## config.mk

```make
export PLATFORM = sky130hd
export DESIGN_NAME = tmr_top
export DESIGN_NICKNAME = d
export VERILOG_FILES = /design/src/shared/tmr_pkg.sv /design/src/hdl/tmr_top.sv
export SDC_FILE = /design/constraint.sdc
export NUM_CORES = 1
export LEC_CHECK = 0
export ABC_AREA = 1
export BUFFER_PORTS_ARGS = -buffer_cell sky130_fd_sc_hd__clkbuf_2
export CORE_MARGIN = 8
export CORE_UTILIZATION = 54
export DETAILED_ROUTE_END_ITERATION = 6
export GPL_TIMING_DRIVEN = 1
export PLACE_DENSITY = 0.7
export SYNTH_ARGS = -nofsm -noshare
export SYNTH_HDL_FRONTEND = slang
export SYNTH_SLANG_ARGS = --single-unit
```

## constraint.sdc

```tcl
create_clock -name sys_clk -period 5.5 [get_ports sys_clk]
set_clock_uncertainty 0.2 [all_clocks]
set_input_delay 1.1 -clock sys_clk [delete_from_list [all_inputs] [get_ports sys_clk]]
set_output_delay 1.1 -clock sys_clk [all_outputs]
set_load 0.05 [all_outputs]
```

## src/shared/tmr_pkg.sv

```systemverilog
// package for the 16-bit timer with capture, compare and pwm channels
// assumes an 8-bit register port with byte-wide registers at fixed offsets
package tmr_pkg;
   localparam int          NUM_CH          = 2;
   // register offsets (byte registers)
   localparam logic [4:0]  ADDR_MAIN_SC    = 5'h00;
   localparam logic [4:0]  ADDR_CNT_HI     = 5'h01;
   localparam logic [4:0]  ADDR_CNT_LO     = 5'h02;
   localparam logic [4:0]  ADDR_MOD_HI     = 5'h03;
   localparam logic [4:0]  ADDR_MOD_LO     = 5'h04;
   localparam logic [4:0]  ADDR_CH_BASE    = 5'h05;
   localparam logic [4:0]  CH_STRIDE       = 5'h03;
   localparam logic [1:0]  CH_OFS_SC       = 2'h0;
   localparam logic [1:0]  CH_OFS_VHI      = 2'h1;
   localparam logic [1:0]  CH_OFS_VLO      = 2'h2;
   // main status/control fields
   localparam int          SC_OVF_BIT      = 7;
   localparam int          SC_OVIE_BIT     = 6;
   localparam int          SC_CENTER_ALIGNED_PWM_BIT     = 5;
   localparam int          SC_CLKHI_BIT    = 4;
   localparam int          SC_CLKLO_BIT    = 3;
   // channel status/control fields
   localparam int          CSC_FLAG_BIT    = 7;
   localparam int          CSC_IE_BIT      = 6;
   localparam int          CSC_MSB_BIT     = 5;
   localparam int          CSC_MSA_BIT     = 4;
   localparam int          CSC_ELSB_BIT    = 3;
   localparam int          CSC_ELSA_BIT    = 2;
   // reset values
   localparam logic [7:0]  SC_RESET        = 8'h00;
   localparam logic [7:0]  CSC_RESET       = 8'h00;
   localparam logic [15:0] CNT_RESET       = 16'h0000;
   localparam logic [15:0] MOD_RESET       = 16'h0000;
   localparam logic [15:0] VAL_RESET       = 16'h0000;
   localparam logic [15:0] CNT_ALL_ONES    = 16'hffff;
   localparam logic [15:0] CNT_ONES_M1     = 16'hfffe;
endpackage : tmr_pkg

```

## src/hdl/tmr_top.sv

```systemverilog
// 16-bit timer counter with per-channel capture, compare, edge and center pwm
// assumes byte register port, inputs synchronous to sys_clk, sync active-high rst
`timescale 1ns/100ps
// =============================================================
module tmr_top (
   input  wire logic                        sys_clk,
   input  wire logic                        rst,
   input  wire logic [4:0]                  reg_addr,
   input  wire logic [7:0]                  reg_wdata,
   input  wire logic                        reg_wr,
   input  wire logic                        reg_rd,
   output logic      [7:0]                  reg_rdata,
   input  wire logic                        background_debug_mode,
   input  wire logic [tmr_pkg::NUM_CH-1:0]  timer_channel_pin_in,
   output logic      [tmr_pkg::NUM_CH-1:0]  timer_channel_pin_out,
   output logic      [tmr_pkg::NUM_CH-1:0]  timer_channel_pin_oe,
   output logic                             overflow_irq,
   output logic      [tmr_pkg::NUM_CH-1:0]  channel_irq
);
   localparam int N = tmr_pkg::NUM_CH;

   typedef struct packed {
      logic [7:0]         sc;
      logic [15:0]        cnt;
      logic               down;
      logic [15:0]        modv;
      logic [7:0]         mod_hb;
      logic               mod_hb_ok;
      logic [7:0]         rd_latch;
      logic               rd_latch_ok;
      logic [N-1:0][7:0]  csc;
      logic [N-1:0][15:0] val;
      logic [N-1:0][7:0]  vb_hi;
      logic [N-1:0][7:0]  vb_lo;
      logic [N-1:0]       vhi_ok;
      logic [N-1:0]       vlo_ok;
      logic [N-1:0]       vpend;
      logic [N-1:0]       pout;
      logic [N-1:0]       pin_q;
      logic [7:0]         rdata;
   } tmr_state_t;

   tmr_state_t st;
   tmr_state_t next_st;

   // =============================================================
   // helpers
   function automatic logic tmr_free(input logic [15:0] m);
      tmr_free = (m == 16'h0000) || (m == tmr_pkg::CNT_ALL_ONES);
   endfunction : tmr_free

   function automatic logic tmr_is_ch(input logic [4:0] a, input int c,
                                      input logic [1:0] ofs);
      logic [4:0] base;
      base = tmr_pkg::ADDR_CH_BASE + 5'(c) * tmr_pkg::CH_STRIDE;
      tmr_is_ch = (a == base + 5'(ofs));
   endfunction : tmr_is_ch

   logic        clk_on;
   logic        center_aligned_pwm;
   logic        free_run;
   logic [15:0] top;
   logic        at_top;
   logic        hit_top_step;
   always_comb begin
      clk_on       = st.sc[tmr_pkg::SC_CLKHI_BIT] | st.sc[tmr_pkg::SC_CLKLO_BIT];
      center_aligned_pwm         = st.sc[tmr_pkg::SC_CENTER_ALIGNED_PWM_BIT];
      free_run     = tmr_free(st.modv);
      top          = free_run ? tmr_pkg::CNT_ALL_ONES : st.modv;
      at_top       = (st.cnt == top);
      // step into top value from the one before; used for center-pwm reload
      hit_top_step = clk_on && !st.down && (st.cnt == top - 16'h0001);
   end

   // =============================================================
   // next state
   always_comb begin
      logic [1:0] ms;
      logic [1:0] els;
      logic       match;
      logic       rise;
      logic       fall;
      logic       ovf_set;
      logic [N-1:0] flag_set;
      ms      = 2'b00;
      ovf_set = 1'b0;
      flag_set = '0;
      els     = 2'b00;
      match   = 1'b0;
      rise    = 1'b0;
      fall    = 1'b0;
      next_st = st;
      // counter: modulo up, or up/down when center select set
      if (clk_on) begin
         if (center_aligned_pwm) begin
            if (!st.down) begin
               if (at_top) begin
                  next_st.down = 1'b1;
                  next_st.cnt  = st.cnt - 16'h0001;
               end else begin
                  next_st.cnt  = st.cnt + 16'h0001;
               end
            end else if (st.cnt == 16'h0000) begin
               next_st.down = 1'b0;
               next_st.cnt  = 16'h0001;
            end else begin
               next_st.cnt  = st.cnt - 16'h0001;
            end
         end else begin
            next_st.down = 1'b0;
            next_st.cnt  = at_top ? 16'h0000 : st.cnt + 16'h0001;
         end
         // count at top (modulo, or ffff when free-running) sets overflow, only counting up in center mode
         if (at_top && (!center_aligned_pwm || !st.down)) begin
            ovf_set = 1'b1;
            next_st.sc[tmr_pkg::SC_OVF_BIT] = 1'b1;
         end
      end
      // per-channel behaviour
      for (int c = 0; c < N; c++) begin
         ms    = {st.csc[c][tmr_pkg::CSC_MSB_BIT], st.csc[c][tmr_pkg::CSC_MSA_BIT]};
         els   = {st.csc[c][tmr_pkg::CSC_ELSB_BIT], st.csc[c][tmr_pkg::CSC_ELSA_BIT]};
         match = clk_on && (st.cnt == st.val[c]);
         rise  = timer_channel_pin_in[c] & ~st.pin_q[c];
         fall  = ~timer_channel_pin_in[c] & st.pin_q[c];
         next_st.pin_q[c] = timer_channel_pin_in[c];
         if (center_aligned_pwm) begin
            // center pwm regardless of mode bits when channel active
            if (els != 2'b00 && match) begin
               next_st.pout[c] = st.down ? 1'b1 : 1'b0;
               next_st.csc[c][tmr_pkg::CSC_FLAG_BIT] = 1'b1;
               flag_set[c] = 1'b1;
            end
            if (st.vpend[c] && hit_top_step) begin
               next_st.val[c]   = {st.vb_hi[c], st.vb_lo[c]};
               next_st.vpend[c] = 1'b0;
            end
         end else if (ms == 2'b00) begin
            // capture: latch counter on selected edge
            if ((els[0] && rise) || (els[1] && fall)) begin
               next_st.val[c] = st.cnt;
               next_st.csc[c][tmr_pkg::CSC_FLAG_BIT] = 1'b1;
               flag_set[c] = 1'b1;
            end
         end else if (ms == 2'b01) begin
            // compare: toggle, clear or set on match
            if (match) begin
               next_st.csc[c][tmr_pkg::CSC_FLAG_BIT] = 1'b1;
               flag_set[c] = 1'b1;
               unique case (els)
                  2'b01:   next_st.pout[c] = ~st.pout[c];
                  2'b10:   next_st.pout[c] = 1'b0;
                  2'b11:   next_st.pout[c] = 1'b1;
                  default: next_st.pout[c] = st.pout[c];
               endcase
            end
         end else begin
            // edge pwm: flag at duty match; buffered value loads at period end
            if (match) begin
               next_st.csc[c][tmr_pkg::CSC_FLAG_BIT] = 1'b1;
               flag_set[c] = 1'b1;
            end
            if (st.vpend[c] && clk_on && at_top) begin
               next_st.val[c]   = {st.vb_hi[c], st.vb_lo[c]};
               next_st.vpend[c] = 1'b0;
            end
            // active while the coming count is below the value then standing,
            // so zero stays idle and a value above modulo stays active
            if (clk_on)
               next_st.pout[c] = (next_st.cnt < next_st.val[c]) ? ~els[0] : els[0];
         end
         // output compare loads its value once both bytes are in
         if (!center_aligned_pwm && ms == 2'b01 && st.vpend[c]) begin
            next_st.val[c]   = {st.vb_hi[c], st.vb_lo[c]};
            next_st.vpend[c] = 1'b0;
         end
      end
      // =============================================================
      // register writes
      if (reg_wr) begin
         unique case (reg_addr)
            tmr_pkg::ADDR_MAIN_SC: begin
               // overflow clears only by writing zero; a same-cycle set wins
               next_st.sc[6:0] = reg_wdata[6:0];
               if (!reg_wdata[tmr_pkg::SC_OVF_BIT])
                  next_st.sc[tmr_pkg::SC_OVF_BIT] = ovf_set;
               next_st.mod_hb_ok   = 1'b0;
               next_st.rd_latch_ok = 1'b0;
            end
            tmr_pkg::ADDR_CNT_HI, tmr_pkg::ADDR_CNT_LO: begin
               next_st.cnt         = tmr_pkg::CNT_RESET;
               next_st.down        = 1'b0;
               next_st.rd_latch_ok = 1'b0;
            end
            tmr_pkg::ADDR_MOD_HI: begin
               next_st.mod_hb    = reg_wdata;
               next_st.mod_hb_ok = 1'b1;
            end
            tmr_pkg::ADDR_MOD_LO: begin
               if (st.mod_hb_ok) begin
                  next_st.modv      = {st.mod_hb, reg_wdata};
                  next_st.mod_hb_ok = 1'b0;
               end
            end
            default: ;
         endcase
         for (int c = 0; c < N; c++) begin
            if (tmr_is_ch(reg_addr, c, tmr_pkg::CH_OFS_SC)) begin
               next_st.csc[c][6:2] = reg_wdata[6:2];
               if (!reg_wdata[tmr_pkg::CSC_FLAG_BIT])
                  next_st.csc[c][tmr_pkg::CSC_FLAG_BIT] = flag_set[c];
               next_st.vhi_ok[c] = 1'b0;
               next_st.vlo_ok[c] = 1'b0;
               next_st.vpend[c]  = 1'b0;
            end
            // capture mode refuses value writes
            if (center_aligned_pwm || st.csc[c][5:4] != 2'b00) begin
               if (tmr_is_ch(reg_addr, c, tmr_pkg::CH_OFS_VHI)) begin
                  next_st.vb_hi[c]  = reg_wdata;
                  next_st.vhi_ok[c] = 1'b1;
                  if (st.vlo_ok[c]) begin
                     next_st.vhi_ok[c] = 1'b0;
                     next_st.vlo_ok[c] = 1'b0;
                     if (center_aligned_pwm && !clk_on)
                        next_st.val[c] = {reg_wdata, st.vb_lo[c]};
                     else
                        next_st.vpend[c] = 1'b1;
                  end
               end
               if (tmr_is_ch(reg_addr, c, tmr_pkg::CH_OFS_VLO)) begin
                  next_st.vb_lo[c]  = reg_wdata;
                  next_st.vlo_ok[c] = 1'b1;
                  if (st.vhi_ok[c]) begin
                     next_st.vhi_ok[c] = 1'b0;
                     next_st.vlo_ok[c] = 1'b0;
                     if (center_aligned_pwm && !clk_on)
                        next_st.val[c] = {st.vb_hi[c], reg_wdata};
                     else
                        next_st.vpend[c] = 1'b1;
                  end
               end
            end
         end
      end
      // =============================================================
      // register reads: data stands the cycle after the strobe
      next_st.rdata = 8'h00;
      if (reg_rd) begin
         unique case (reg_addr)
            tmr_pkg::ADDR_MAIN_SC: next_st.rdata = st.sc;
            tmr_pkg::ADDR_CNT_HI: begin
               // high byte read latches low byte so a pair reads coherently
               next_st.rdata       = st.cnt[15:8];
               if (!(background_debug_mode && st.rd_latch_ok)) begin
                  next_st.rd_latch    = st.cnt[7:0];
                  next_st.rd_latch_ok = 1'b1;
               end
            end
            tmr_pkg::ADDR_CNT_LO: begin
               next_st.rdata = st.rd_latch_ok ? st.rd_latch : st.cnt[7:0];
               if (!background_debug_mode)
                  next_st.rd_latch_ok = 1'b0;
            end
            tmr_pkg::ADDR_MOD_HI:  next_st.rdata = st.modv[15:8];
            tmr_pkg::ADDR_MOD_LO:  next_st.rdata = st.modv[7:0];
            default: ;
         endcase
         for (int c = 0; c < N; c++) begin
            if (tmr_is_ch(reg_addr, c, tmr_pkg::CH_OFS_SC))
               next_st.rdata = st.csc[c];
            if (tmr_is_ch(reg_addr, c, tmr_pkg::CH_OFS_VHI))
               next_st.rdata = st.val[c][15:8];
            if (tmr_is_ch(reg_addr, c, tmr_pkg::CH_OFS_VLO))
               next_st.rdata = st.val[c][7:0];
         end
      end
   end

   // =============================================================
   // state register; reset clears control, all channels in capture
   always_ff @(posedge sys_clk) begin
      if (rst) begin
         st             <= '0;
         st.sc          <= tmr_pkg::SC_RESET;
         st.cnt         <= tmr_pkg::CNT_RESET;
         st.modv        <= tmr_pkg::MOD_RESET;
         for (int c = 0; c < N; c++) begin
            st.csc[c] <= tmr_pkg::CSC_RESET;
            st.val[c] <= tmr_pkg::VAL_RESET;
         end
      end else begin
         st <= next_st;
      end
   end

   // =============================================================
   // outputs; pin released to gpio unless a mode drives it
   always_comb begin
      reg_rdata    = st.rdata;
      overflow_irq = st.sc[tmr_pkg::SC_OVF_BIT] & st.sc[tmr_pkg::SC_OVIE_BIT];
      for (int c = 0; c < N; c++) begin
         timer_channel_pin_out[c] = st.pout[c];
         timer_channel_pin_oe[c]  = (center_aligned_pwm || st.csc[c][5:4] != 2'b00) &&
                                    (st.csc[c][3:2] != 2'b00);
         channel_irq[c] = st.csc[c][tmr_pkg::CSC_FLAG_BIT] & st.csc[c][tmr_pkg::CSC_IE_BIT];
      end
   end

   // =============================================================
   // checks
   property p_cnt_wr_reset;
      @(posedge sys_clk) disable iff (rst)
      reg_wr && (reg_addr == tmr_pkg::ADDR_CNT_LO) |=> st.cnt == 16'h0000;
   endproperty
   a_cnt_wr_reset: assert property (p_cnt_wr_reset) else $error("counter not reset");

   property p_ovf_set;
      @(posedge sys_clk) disable iff (rst)
      clk_on && at_top && !center_aligned_pwm |=> st.sc[tmr_pkg::SC_OVF_BIT];
   endproperty
   a_ovf_set: assert property (p_ovf_set) else $error("overflow flag missing");

   property p_edge_wrap;
      @(posedge sys_clk) disable iff (rst)
      clk_on && !center_aligned_pwm && at_top && !reg_wr |=> st.cnt == 16'h0000;
   endproperty
   a_edge_wrap: assert property (p_edge_wrap) else $error("edge wrap wrong");

   property p_center_turn;
      @(posedge sys_clk) disable iff (rst)
      clk_on && center_aligned_pwm && !st.down && at_top && !reg_wr && top != 16'h0000 |=> st.down;
   endproperty
   a_center_turn: assert property (p_center_turn) else $error("no turn at top");

   property p_rd_stable;
      @(posedge sys_clk) disable iff (rst)
      clk_on && !center_aligned_pwm && !at_top && !reg_wr && reg_rd |=> st.cnt == $past(st.cnt) + 16'h0001;
   endproperty
   a_rd_stable: assert property (p_rd_stable) else $error("read disturbed count");

   property p_mod_flush;
      @(posedge sys_clk) disable iff (rst)
      reg_wr && reg_addr == tmr_pkg::ADDR_MAIN_SC |=> !st.mod_hb_ok;
   endproperty
   a_mod_flush: assert property (p_mod_flush) else $error("modulo buffer kept");

   property p_ch0_flush;
      @(posedge sys_clk) disable iff (rst)
      reg_wr && reg_addr == tmr_pkg::ADDR_CH_BASE |=> !st.vhi_ok[0] && !st.vlo_ok[0];
   endproperty
   a_ch0_flush: assert property (p_ch0_flush) else $error("channel buffer kept");

   property p_ch1_match_flag;
      @(posedge sys_clk) disable iff (rst)
      clk_on && st.cnt == st.val[1] && !reg_wr &&
      (center_aligned_pwm ? st.csc[1][3:2] != 2'b00 : st.csc[1][5:4] != 2'b00)
      |=> st.csc[1][tmr_pkg::CSC_FLAG_BIT];
   endproperty
   a_ch1_match_flag: assert property (p_ch1_match_flag) else $error("match flag missing");

   c_ovf:    cover property (@(posedge sys_clk) disable iff (rst) clk_on && at_top);
   c_center: cover property (@(posedge sys_clk) disable iff (rst) center_aligned_pwm && st.down);
   c_cap:    cover property (@(posedge sys_clk) disable iff (rst)
                             st.csc[0][5:4] == 2'b00 && st.csc[0][7]);
endmodule : tmr_top

```

==> results of run 1 <==
## critical path, cell delays in order (launching register included)
cell and delay (ns):
dfxtp_1 0.46, clkinv_1 0.16, ha_1 0.20, nand2_1 0.06, nor2_1 0.15, inv_1 0.08, nor3_1 0.17, nand2_1 0.14
nor4_1 0.40, nand2_1 0.17, o41ai_2 0.45, buf_4 0.24, o21ai_0 0.08, nand2_1 0.08, o21ai_1 0.12, ha_1 0.35
nand2_1 0.08, inv_1 0.06, nand2_1 0.06, a31oi_1 0.07, a2111oi_0 0.51, nand2_1 0.11, nand2_1 0.07, nand3_1 0.06
nand2_1 0.07, nand2_1 0.04, a21oi_1 0.13
## metal layers
metal | up-vias | wire length [µm] | part of all wire, % | global-route usage [%]
met4 | 4 | 4040 | 7.3 | 27.6
met3 | 242 | 7370 | 13 | 11.4
li1 | 6829 | - | - | -
met5 | - | 23 | 0.042 | 0
met1 | 6681 | 21100 | 38 | 48.0
met2 | 1113 | 22500 | 41 | 54.8
## flip-flops by register name, summed over array words and instances (netlist names)
name	cells
st	142
reg_rdata	8
timer_channel_pin_out	2
center_aligned_pwm	1
## worst paths after layout
check | start | to | slack [ns] | cells past startpoint
min | st[16] | st[16] | 0.27 | 2
max reg2reg | st[134] | timer_channel_pin_out[1] | 0.66 | 26
max | st[134] | timer_channel_pin_out[1] | 0.66 | 26
min reg2reg | st[16] | st[16] | 0.27 | 2
## Yosys cell counts (all sizes together)
cell	n	share of area, %
o32ai	1	0.071
inv	257	7.8
a41oi	1	0.071
or2	3	0.15
nand2	421	13
a31o	30	2.1
nor2	160	4.9
a311oi	1	0.071
a211o	4	0.28
nand4	75	3.8
clkbuf	91	2.8
a21oi	211	8.5
o22ai	36	1.8
xor2	38	2.7
o311ai	1	0.071
and2	4	0.20
o211ai	13	0.79
a2111oi	7	0.50
o41ai	1	0.13
o2111ai	13	0.92
a22oi	5	0.30
dfxtp	153	25
nor4	11	0.80
o21bai	2	0.12
o221ai	4	0.28
nand3b	1	0.061
o21ai	274	11
buf	28	1.5
nor3	21	0.98
a221o	1	0.081
xnor2	5	0.35
a221oi	4	0.28
a32oi	1	0.071
ha	37	3.7
a211oi	4	0.24
clkinv	20	0.61
a31oi	5	0.25
nand3	86	3.8
## final cells by class
class	instances	area share, %
clock buffer	17	3.18
antenna	5	0.0936
timing repair buffer	90	4.42
inverter	277	7.77
multi-input combinational	1481	57.9
tap	285	2.67
sequential	153	22.9
clock inverter	15	1.04
## placed cells by master, fill, tap and decap left out, drive strengths merged, types with 2 or more instances in the layout
cell type  netlist  final
clkbuf          91     51
a2111oi          7      7
and2             4      4
diode            0      5
a31o            30     30
o22ai           36     36
or2              3      3
clkinv          20     23
buf             28     56
a211oi           4      4
a211o            4      4
o211ai          13     13
nor2           160    160
nand4           75     75
nand2          421    421
dfxtp          153    153
a221oi           4      4
nand3           86     86
nor3            21     21
inv            257    264
clkinvlp         0      4
xnor2            5      5
o21ai          274    274
ha              37     37
o21bai           2      2
o2111ai         13     13
a31oi            5      5
a21oi          211    211
nor4            11     11
o221ai           4      4
a22oi            5      5
xor2            38     38
## report_power, final
part | internal (mW) | switching [mW] | leakage (nW) | total, mW
combinational | 0.0818 | 0.196 | 4.01 | 0.278
clock | 0.633 | 0.570 | 0.269 | 1.20
sequential | 1.12 | 0.0190 | 1.24 | 1.14
total | 1.84 | 0.785 | 5.51 | 2.62
## kinds of logic (layout without fill, tap and decap cells)
kind of cell             count (synthesis)  count (layout)
buffers and inverters                  396             399
other                                    0               5
XOR/XNOR                                43              43
AND/OR/NAND/NOR                        782             782
AO/OA/AOI/OAI                          619             619
adder cells (fa/ha/maj)                 37              37
flip-flops                             153             153
## per-stage QoR
| stage | setup WS (ns) | util (%) | cells | hold slack [ns] | power, mW |
|---|---|---|---|---|---|
| global route | 0.0424 | 59.2 | 2318 | 0.291 | 2.68 |
| floorplan | 1.30 | - | 2030 | 0.245 | 1.33 |
| CTS | 0.578 | 59.2 | 2318 | 0.268 | 2.61 |
| finish | 0.662 | 59.3 | 2323 | 0.269 | 2.62 |
| detailed placement | 0.630 | 56.7 | 2286 | 0.258 | 1.43 |
| global placement | 0.787 | 56.7 | 2286 | 0.255 | 1.43 |
==> results by group, run 1 <==
Clock tree
  • Post CTS Setup Buffer Count: 0
  • Hold_buf cts: 0
  • Clk pin slew, worst setup/hold paths: about 0.070 ns
  • Root Driver: clkbuf_16
  • H-Tree Depth: 4
  • Clock sink count: 153
  • Clock latency on the worst-skew pair: between 0.4 and 0.5 ns
  • CTS Buffer Depth: 2
  • # resized after CTS: 0
  • TritonCTS clock tree: yes
  • Total CTS buffers: 17

Die
  • Core footprint: 0.0226 mm²
  • Initial Utilization: between 50 and 60%
  • Num rows: 55
  • Die height: 167 µm
  • Die area: 0.0280 mm²
  • Die width: 167 µm
  • # IOs: 35

Finish
  • # nets final: 2077
  • Register area: 0.00306 mm²
  • Multi-input gate area: just under 0.008 mm²
  • Area Overhead vs Synth: 8.17%
  • Fin area: 0.0134 mm²
  • Layout cell share with drive strength beyond 1: 8.95%
  • Fillers: ~2300

Placed design
  • I/O Buffers: 34
  • DP HPWL: just over 40000 µm
  • Placement Cell Area: around 0.013 mm²
  • Routability cong.: 1.10

Routing
  • Iter 0 DRT Violations: 2272
  • First-pass detailed-route iteration total: 7
  • DR WL/cell: 23.7 µm
  • Vias/cell: 6.40
  • Wirelength, routed: 55100 µm
  • Routed Antenna Nets: 0
  • Routed vias: 14900
  • # DRC: 0

Synth
  • Fraction of the mapped netlist area in adder cells: 3.74%
  • Combinational family with the most area after synthesis: compound AO/OA/AOI/OAI gates
  • Synth Net Count: 2087
  • Cell variety after synth: 53
  • Multiplexer share of the synthesized area: 0%
  • Post-Synth XOR/XNOR Area: 3.05%
  • Sequential area share after synthesis: 24.8%
  • Simple-Gate Fraction of Synth Area: 27.7%
  • #FFs+latches synth: 153
  • Mapped Area: about 0.012 mm²
  • Yosys warns: 0
  • Gate Count Post-Synth: roughly 2000
  • Compound-gate portion of the synthesized area: between 20% and 30%
  • Syn Area/Cell: 6.09 µm²

STA
  • Final setup vio count: 0
  • Final max-slew violation count: 0
  • Final Hold Viols: 0
  • Worst-margin pin slew: 1.05 ns
  • Max Clk Rate: 0.207 GHz
  • Min Clock Period, post-route: 4.84 ns
  • RSZ-0062 raised after global routing: no
  • Fin Setup TNS: 0 ns
  • Tcrit/Tclk final: 88.0%
  • Slew HR: 28.0%

Setup path
  • Worst path arrival time: 5.01 ns
  • CP endpoint kind: flip-flop
  • CP Launch Type: flip-flop
  • WP data required: 5.67 ns
  • Setup CP Type: flip-flop to flip-flop
  • CP Max Fanout: 7

Flow run
  • Max_cap viols: 0

Worst hold path
  • Hold/Removal Path Class: flip-flop to flip-flop

Global routing
  • Largest net degree at the start of global routing: 46
  • Antenna violations before repair: 2
  • GRT Util Overall: 38.2%
  • First-pass GRT wire length: 82400 µm
  • Remaining Overflow, GRT: 0
  • Vias in the first global route: 13400

Run status
  • Outcome: complete, no violations

Pwr
  • Power Density: ~200 mW/mm²
  • VDD IR max: 0.168 mV
  • Pleak: approximately 5.5 nW
No activity file was read; power rests on OpenSTA's default activity.
==> run 2: changes to the inputs <==
==> constraint.sdc (replaced) <==
create_clock -name sys_clk -period 4.64 [get_ports sys_clk]
set_clock_uncertainty 0.2 [all_clocks]
set_input_delay 0.928 -clock sys_clk [delete_from_list [all_inputs] [get_ports sys_clk]]
set_output_delay 0.928 -clock sys_clk [all_outputs]
set_load 0.05 [all_outputs]
==> run 2 against run 1 <==
The flow now finishes with violations (DRC). Fmax grew 12%. Sequential power rose by 18%. Critical path depth fell by 2. Worst hold slack about the same. Via count increased by 0.35%. Flip-flop and latch count stayed put. Wire length decreased by 1.4%. Clock power is 23% higher. Final cell count rose by 0.56%.
==> results by group, run 2 (synthesis results as in run 1) <==
Routing
  • Routed vias: between 10000 and 15000
  • Iter 0 DRT Violations: ~2600
  • First-pass detailed-route iteration total: 7
  • Vias/cell: approximately 6.4
  • Routed Antenna Nets: 0
  • DR WL/cell: 23.3 µm
  • # DRC: 21
  • Wirelength, routed: 54300 µm

STA
  • Tcrit/Tclk final: 92.9%
  • Final setup vio count: 0
  • Worst setup margin: 0.331 ns
  • Min Clock Period, post-route: 4.31 ns
  • Worst-margin pin slew: a little under 1 ns
  • Max Clk Rate: between 0.2 and 0.25 GHz
  • Slew HR: between 30% and 40%
  • Final max-slew violation count: 0
  • Final Hold Viols: 0

Setup path
  • Setup crit start: st[117]
  • CP Launch Type: flip-flop
  • Cell mode on critical path: nand2_1
  • Worst path arrival time: 4.49 ns
  • Critical-path top delay cell: a2111oi_1
  • Setup CP Type: flip-flop to flip-flop
  • R2R Path Start: st[117]
  • WP data required: 4.82 ns
  • Critical path cell sequence: nor2_1 -> nand2_1 -> nor2_2 -> nand2_8 -> nand4_1 -> nand2_1 -> nor2_1 -> nand2_1 -> nor2_4 -> nand3_1 -> buf_12 -> o21ai_0 -> inv_1 -> ha_1 -> a21oi_1 -> nor2_1 -> a2111oi_1 -> buf_4 -> nand2_1 -> nand2_1 -> nand3_1 -> nand2_1 -> nand2_1 -> a21oi_1
  • CP Max Fanout: 34
  • CP endpoint kind: flip-flop
  • Cell count of the worst reg-to-reg path: 24
  • CP max stage delay: 0.35 ns

Finish
  • Top reg by flops: st
  • Max FFs per register: between 100 and 150
  • # nets final: 2095
  • Antenna diodes: 0
  • Area Overhead vs Synth: 9.97%
  • Commonest cells after routing, fill and taps aside: nand2_1, o21ai_0, inv_1
  • Fin area: 0.0136 mm²
  • Most common cell after layout, fill and taps aside: nand2_1
  • Final Core Density: 60.2%
  • Fillers: 2228
  • Layout cell share with drive strength beyond 1: around a tenth

Pwr
  • Power Density: between 200 and 250 mW/mm²
  • VDD IR max: 0.209 mV
  • Pleak: 5.60 nW

Clock tree
  • Post CTS Setup Buffer Count: 0
  • H-Tree Depth: 4
  • Root Driver: clkbuf_16
  • Clock sink count: 153
  • TritonCTS clock tree: yes
  • Clk pin slew, worst setup/hold paths: 0.08 ns
  • Clock latency on the worst-skew pair: roughly 0.45 ns
  • Total CTS buffers: 17
  • CTS Buffer Depth: 2

Flow run
  • Max_cap viols: 0

Worst hold path
  • Hold Path Depth: 2
  • Min-delay src: st[16]
  • Hold/Removal Path Class: flip-flop to flip-flop

Placed design
  • I/O Buffers: 34
  • DP HPWL: 40400 µm
  • Routability cong.: 1.07
  • Place WS: 0.128 ns
  • Placement Cell Area: 0.0130 mm²

Global routing
  • Remaining Overflow, GRT: 0
  • Antenna violations before repair: 1
  • GRT Util Overall: 37.9%
  • Largest net degree at the start of global routing: 64
  • First-pass GRT wire length: 82000 µm
  • Vias in the first global route: roughly 14000

Die
  • # IOs: 35
  • Num rows: 55
  • Initial Utilization: 54.8%
  • Die area: 0.0280 mm²
  • Die width: 167 µm
  • Core footprint: 0.0226 mm²
  • Die height: between 150 and 200 µm

Run status
  • Failing checks: DRC
  • Outcome: finished, violations left
run 2: changes by cell type in the layout (fill, tap and decap cells not counted), sizes merged:
cell    change
bufinv      +1
buf        +19
clkinv      -1
inv         -3
diode       -5
clkbuf      +2
run 2: cell type report:
cell class / count / area, µm² / share of cell area [%]
flip-flops and latches: 153 / 3060 / 22.5
clock buffers: 20 / 437 / 3.21
repair buffers: 108 / 766 / 5.63
inverters: 277 / 1040 / 7.65
clock inverters: 12 / 143 / 1.05
well taps: 285 / 357 / 2.62
multi-input cells: 1481 / 7790 / 57.3
run 2: final timing paths:
| check | end | slack [ns] |
|---|---|---|
| worst max-delay path | timer_channel_pin_out[0] | 0.33 |
| worst min-delay path | st[16] | 0.27 |
| worst max register to register | timer_channel_pin_out[0] | 0.33 |
| worst min register to register | st[16] | 0.27 |
run 2: per-layer routing:
layer / GRT usage, % / part of all wire, % / wire length, µm / up-vias
met3: 10.0 / 13 / 6980 / 256
met5: 0 / 0.033 / 18 / -
li1: - / - / - / 6876
met4: 26.0 / 7.5 / 4080 / 2
met1: 48.4 / 39 / 21100 / 6736
met2: 54.7 / 41 / 22100 / 1051
run 2: power breakdown:
part           switching, mW  total (mW)  internal, mW
Sequential            0.0220        1.35          1.33
Clock                  0.669        1.47         0.801
Combinational          0.234       0.335         0.101
run 2: stage by stage:
| step | hold WS [ns] | setup TNS (ns) | total power, mW | instances |
|---|---|---|---|---|
| after global placement | 0.253 | 0 | 1.70 | 2304 |
| after floorplan | 0.245 | 0 | 1.57 | 2030 |
| after detailed placement | 0.257 | 0 | 1.70 | 2304 |
| final | 0.269 | 0 | 3.16 | 2336 |
| after CTS | 0.268 | 0 | 3.12 | 2336 |
| after global routing | 0.298 | -0.0237 | 3.21 | 2336 |
run 2: critical path: cells and delay by family, from the launching register on:
| kind | cells | cell delay [ns] |
|---|---|---|
| AOI/OAI and AO/OA | 4 | 0.79 |
| adders and majority gates | 1 | 0.34 |
| buffers and inverters | 3 | 0.56 |
| DFF | 1 | 0.34 |
| and+or+nand+nor | 16 | 1.99 |
run 2: repair_timing:
action / CTS / global route
resized for setup: 0 / 15
setup endpoints to repair: 0 / 2
hold buffers: 0 / 0
==> run 3: changes to the inputs <==
==> constraint.sdc (replaced) <==
create_clock -name sys_clk -period 4.64 [get_ports sys_clk]
set_clock_uncertainty 0.2 [all_clocks]
set_input_delay 0.928 -clock sys_clk [delete_from_list [all_inputs] [get_ports sys_clk]]
set_output_delay 0.928 -clock sys_clk [all_outputs]
set_load 0.01 [all_outputs]
==> run 3 against run 2 <==
The run now ends clean. Fmax fell by 3.8%. Combinational power barely moved. Utilization barely moved. Global-route usage shrank 0.25 points. Critical path type unchanged. Sequential share of layout area about the same. Clock-buffer cell count is 1 lower. Sequential power about the same. Final cell count did not move. Highest routed layer unchanged. Wire length about the same. First-iteration DRC count down 8.3%.
==> results by group, run 3 (synthesis results as in run 1) <==
Run status
  • Outcome: complete, no violations

Global routing
  • Remaining Overflow, GRT: 0
  • Antenna violations before repair: 2
  • Largest net degree at the start of global routing: 53
  • GRT Util Overall: 37.6%
  • First-pass GRT wire length: about 82000 µm
  • Vias in the first global route: ~13000

Setup path
  • WP data required: 4.80 ns
  • Cell mode on critical path: nand2_1
  • Critical path cell sequence: nor2_2 -> nand2_1 -> nor2_4 -> nand2_4 -> nand4_1 -> nand2_1 -> nor2_1 -> nand2_1 -> nor2_2 -> nand3_1 -> buf_12 -> o21ai_0 -> inv_1 -> ha_1 -> a21oi_1 -> nor2_1 -> a2111oi_1 -> buf_4 -> nand2_1 -> nand2_1 -> nand3_1 -> nand2_1 -> nand2_1 -> a21oi_1
  • CP Max Fanout: 31
  • CP max stage delay: 0.38 ns
  • Worst path arrival time: 4.65 ns
  • Setup CP Type: flip-flop to flip-flop
  • Critical-path top delay cell: a2111oi_1
  • CP endpoint kind: flip-flop
  • CP Launch Type: flip-flop

Clock tree
  • CTS Buffer Depth: 2
  • Root Driver: clkbuf_16
  • H-Tree Depth: 4
  • Clk pin slew, worst setup/hold paths: roughly 0.070 ns
  • Clock sink count: ~150
  • Total CTS buffers: 17
  • TritonCTS clock tree: yes
  • Hold_buf cts: 0
  • Clock latency on the worst-skew pair: 0.44 ns

Finish
  • Fin area: ~0.014 mm²
  • Layout cell share with drive strength beyond 1: between 10 and 15%
  • Fillers: between 2000 and 2500
  • Area Overhead vs Synth: 9.94%
  • Top reg by flops: st
  • # nets final: about 2100
  • Most common cell after layout, fill and taps aside: nand2_1
  • Fin cells: between 2000 and 2500
  • Commonest cells after routing, fill and taps aside: nand2_1, o21ai_0, inv_1
  • Max FFs per register: between 100 and 150

Pwr
  • Clock Power Share: between 40 and 50%
  • Sequential fraction of design power: 43.7%
  • Pleak: 5.63 nW
  • VDD IR max: 0.190 mV
  • Power Density: 227 mW/mm²
  • Pint: 2.22 mW
  • Sw Ratio: 28.2%
  • Sw power: 871 µW
  • Comb pwr share: a little over a tenth

Routing
  • First-pass detailed-route iteration total: 6
  • Vias/cell: between 6 and 7
  • Routed vias: 15100
  • DR WL/cell: 23.3 µm
  • Iter 0 DRT Violations: 2423
  • Routed Antenna Nets: 0
  • # DRC: 0
  • Wirelength, routed: 54400 µm

Placed design
  • Routability cong.: 1.06
  • Placed cell count: 2300
  • DP HPWL: 40400 µm
  • Place WS: 0.0594 ns
  • I/O Buffers: 34
  • Placement Cell Area: 0.0129 mm²

STA
  • Slew HR: 29.9%
  • Worst setup margin: 0.159 ns
  • Worst-margin pin slew: ~1.0 ns
  • Final setup vio count: 0
  • Min Clock Period, post-route: 4.48 ns
  • Tcrit/Tclk final: 96.6%
  • Final max-slew violation count: 0
  • Hold_ws: 0.267 ns
  • Max Clk Rate: 0.223 GHz
  • Final Hold Viols: 0

Die
  • Die height: around 170 µm
  • Initial Utilization: 54.8%
  • Num rows: 55
  • # IOs: 35
  • Die width: 167 µm
  • Core footprint: 0.0226 mm²
  • Die area: 0.0280 mm²

Worst hold path
  • Hold/Removal Path Class: flip-flop to flip-flop

Flow run
  • Max_cap viols: 0
## run 3: critical path, delay by kind of cell (launching register included)
family	cells	cell delay, ns
flops	1	0.35
fa+ha+maj	1	0.32
buf+inv	3	0.58
compound gates	4	0.85
simple gates	16	2.10
## run 3: cell type report
type,count,area [µm²],area share (%)
antenna,1,2.50,0.0184
clock buffer,19,433,3.18
clock inverter,12,128,0.939
inverter,277,1040,7.68
multi-input combinational,1482,7810,57.4
sequential,153,3070,22.6
tap,285,357,2.62
timing repair buffer,107,756,5.56
## run 3: timing repair
action | 4_1_cts | 5_1_grt
hold endpoints to repair | 0 | 0
buffers inserted | 0 | 3
resized for setup | 0 | 22
endpoints found under the setup margin | 0 | 2
## run 3: path summary, 6_finish.rpt
| path | endpoint | depth (start not counted) | startpoint | slack (ns) |
|---|---|---|---|---|
| worst max-delay path | timer_channel_pin_out[0] | 24 | st[117] | 0.16 |
| worst min-delay path | st[16] | 2 | st[16] | 0.27 |
| worst max register to register | timer_channel_pin_out[0] | 24 | st[117] | 0.16 |
| worst min register to register | st[16] | 2 | st[16] | 0.27 |
## run 3: power groups by stage
stage               Combinational, mW  Clock, mW  Sequential, mW
global placement                0.316          0            1.38
CTS                             0.317       1.41            1.35
detailed placement              0.316          0            1.38
floorplan                       0.203          0            1.37
finish                          0.334       1.41            1.35
global route                    0.359       1.45            1.35
## run 3: per-layer routing
layer / wire [µm] / share of wire (%) / GRT usage [%]
met5: 69 / 0.13 / 1.27
met4: 3800 / 7.0 / 23.6
met3: 7000 / 13 / 10.3
met2: 22200 / 41 / 55.0
met1: 21300 / 39 / 48.1
## run 3: metrics by stage
stage | utilization [%] | TNS [ns] | total power [mW]
after CTS | 59.8 | 0 | 3.07
after global placement | 57.3 | 0 | 1.69
after floorplan | - | 0 | 1.57
after detailed placement | 57.3 | 0 | 1.69
final | 60.2 | 0 | 3.09
after global routing | 60.2 | -0.133 | 3.16
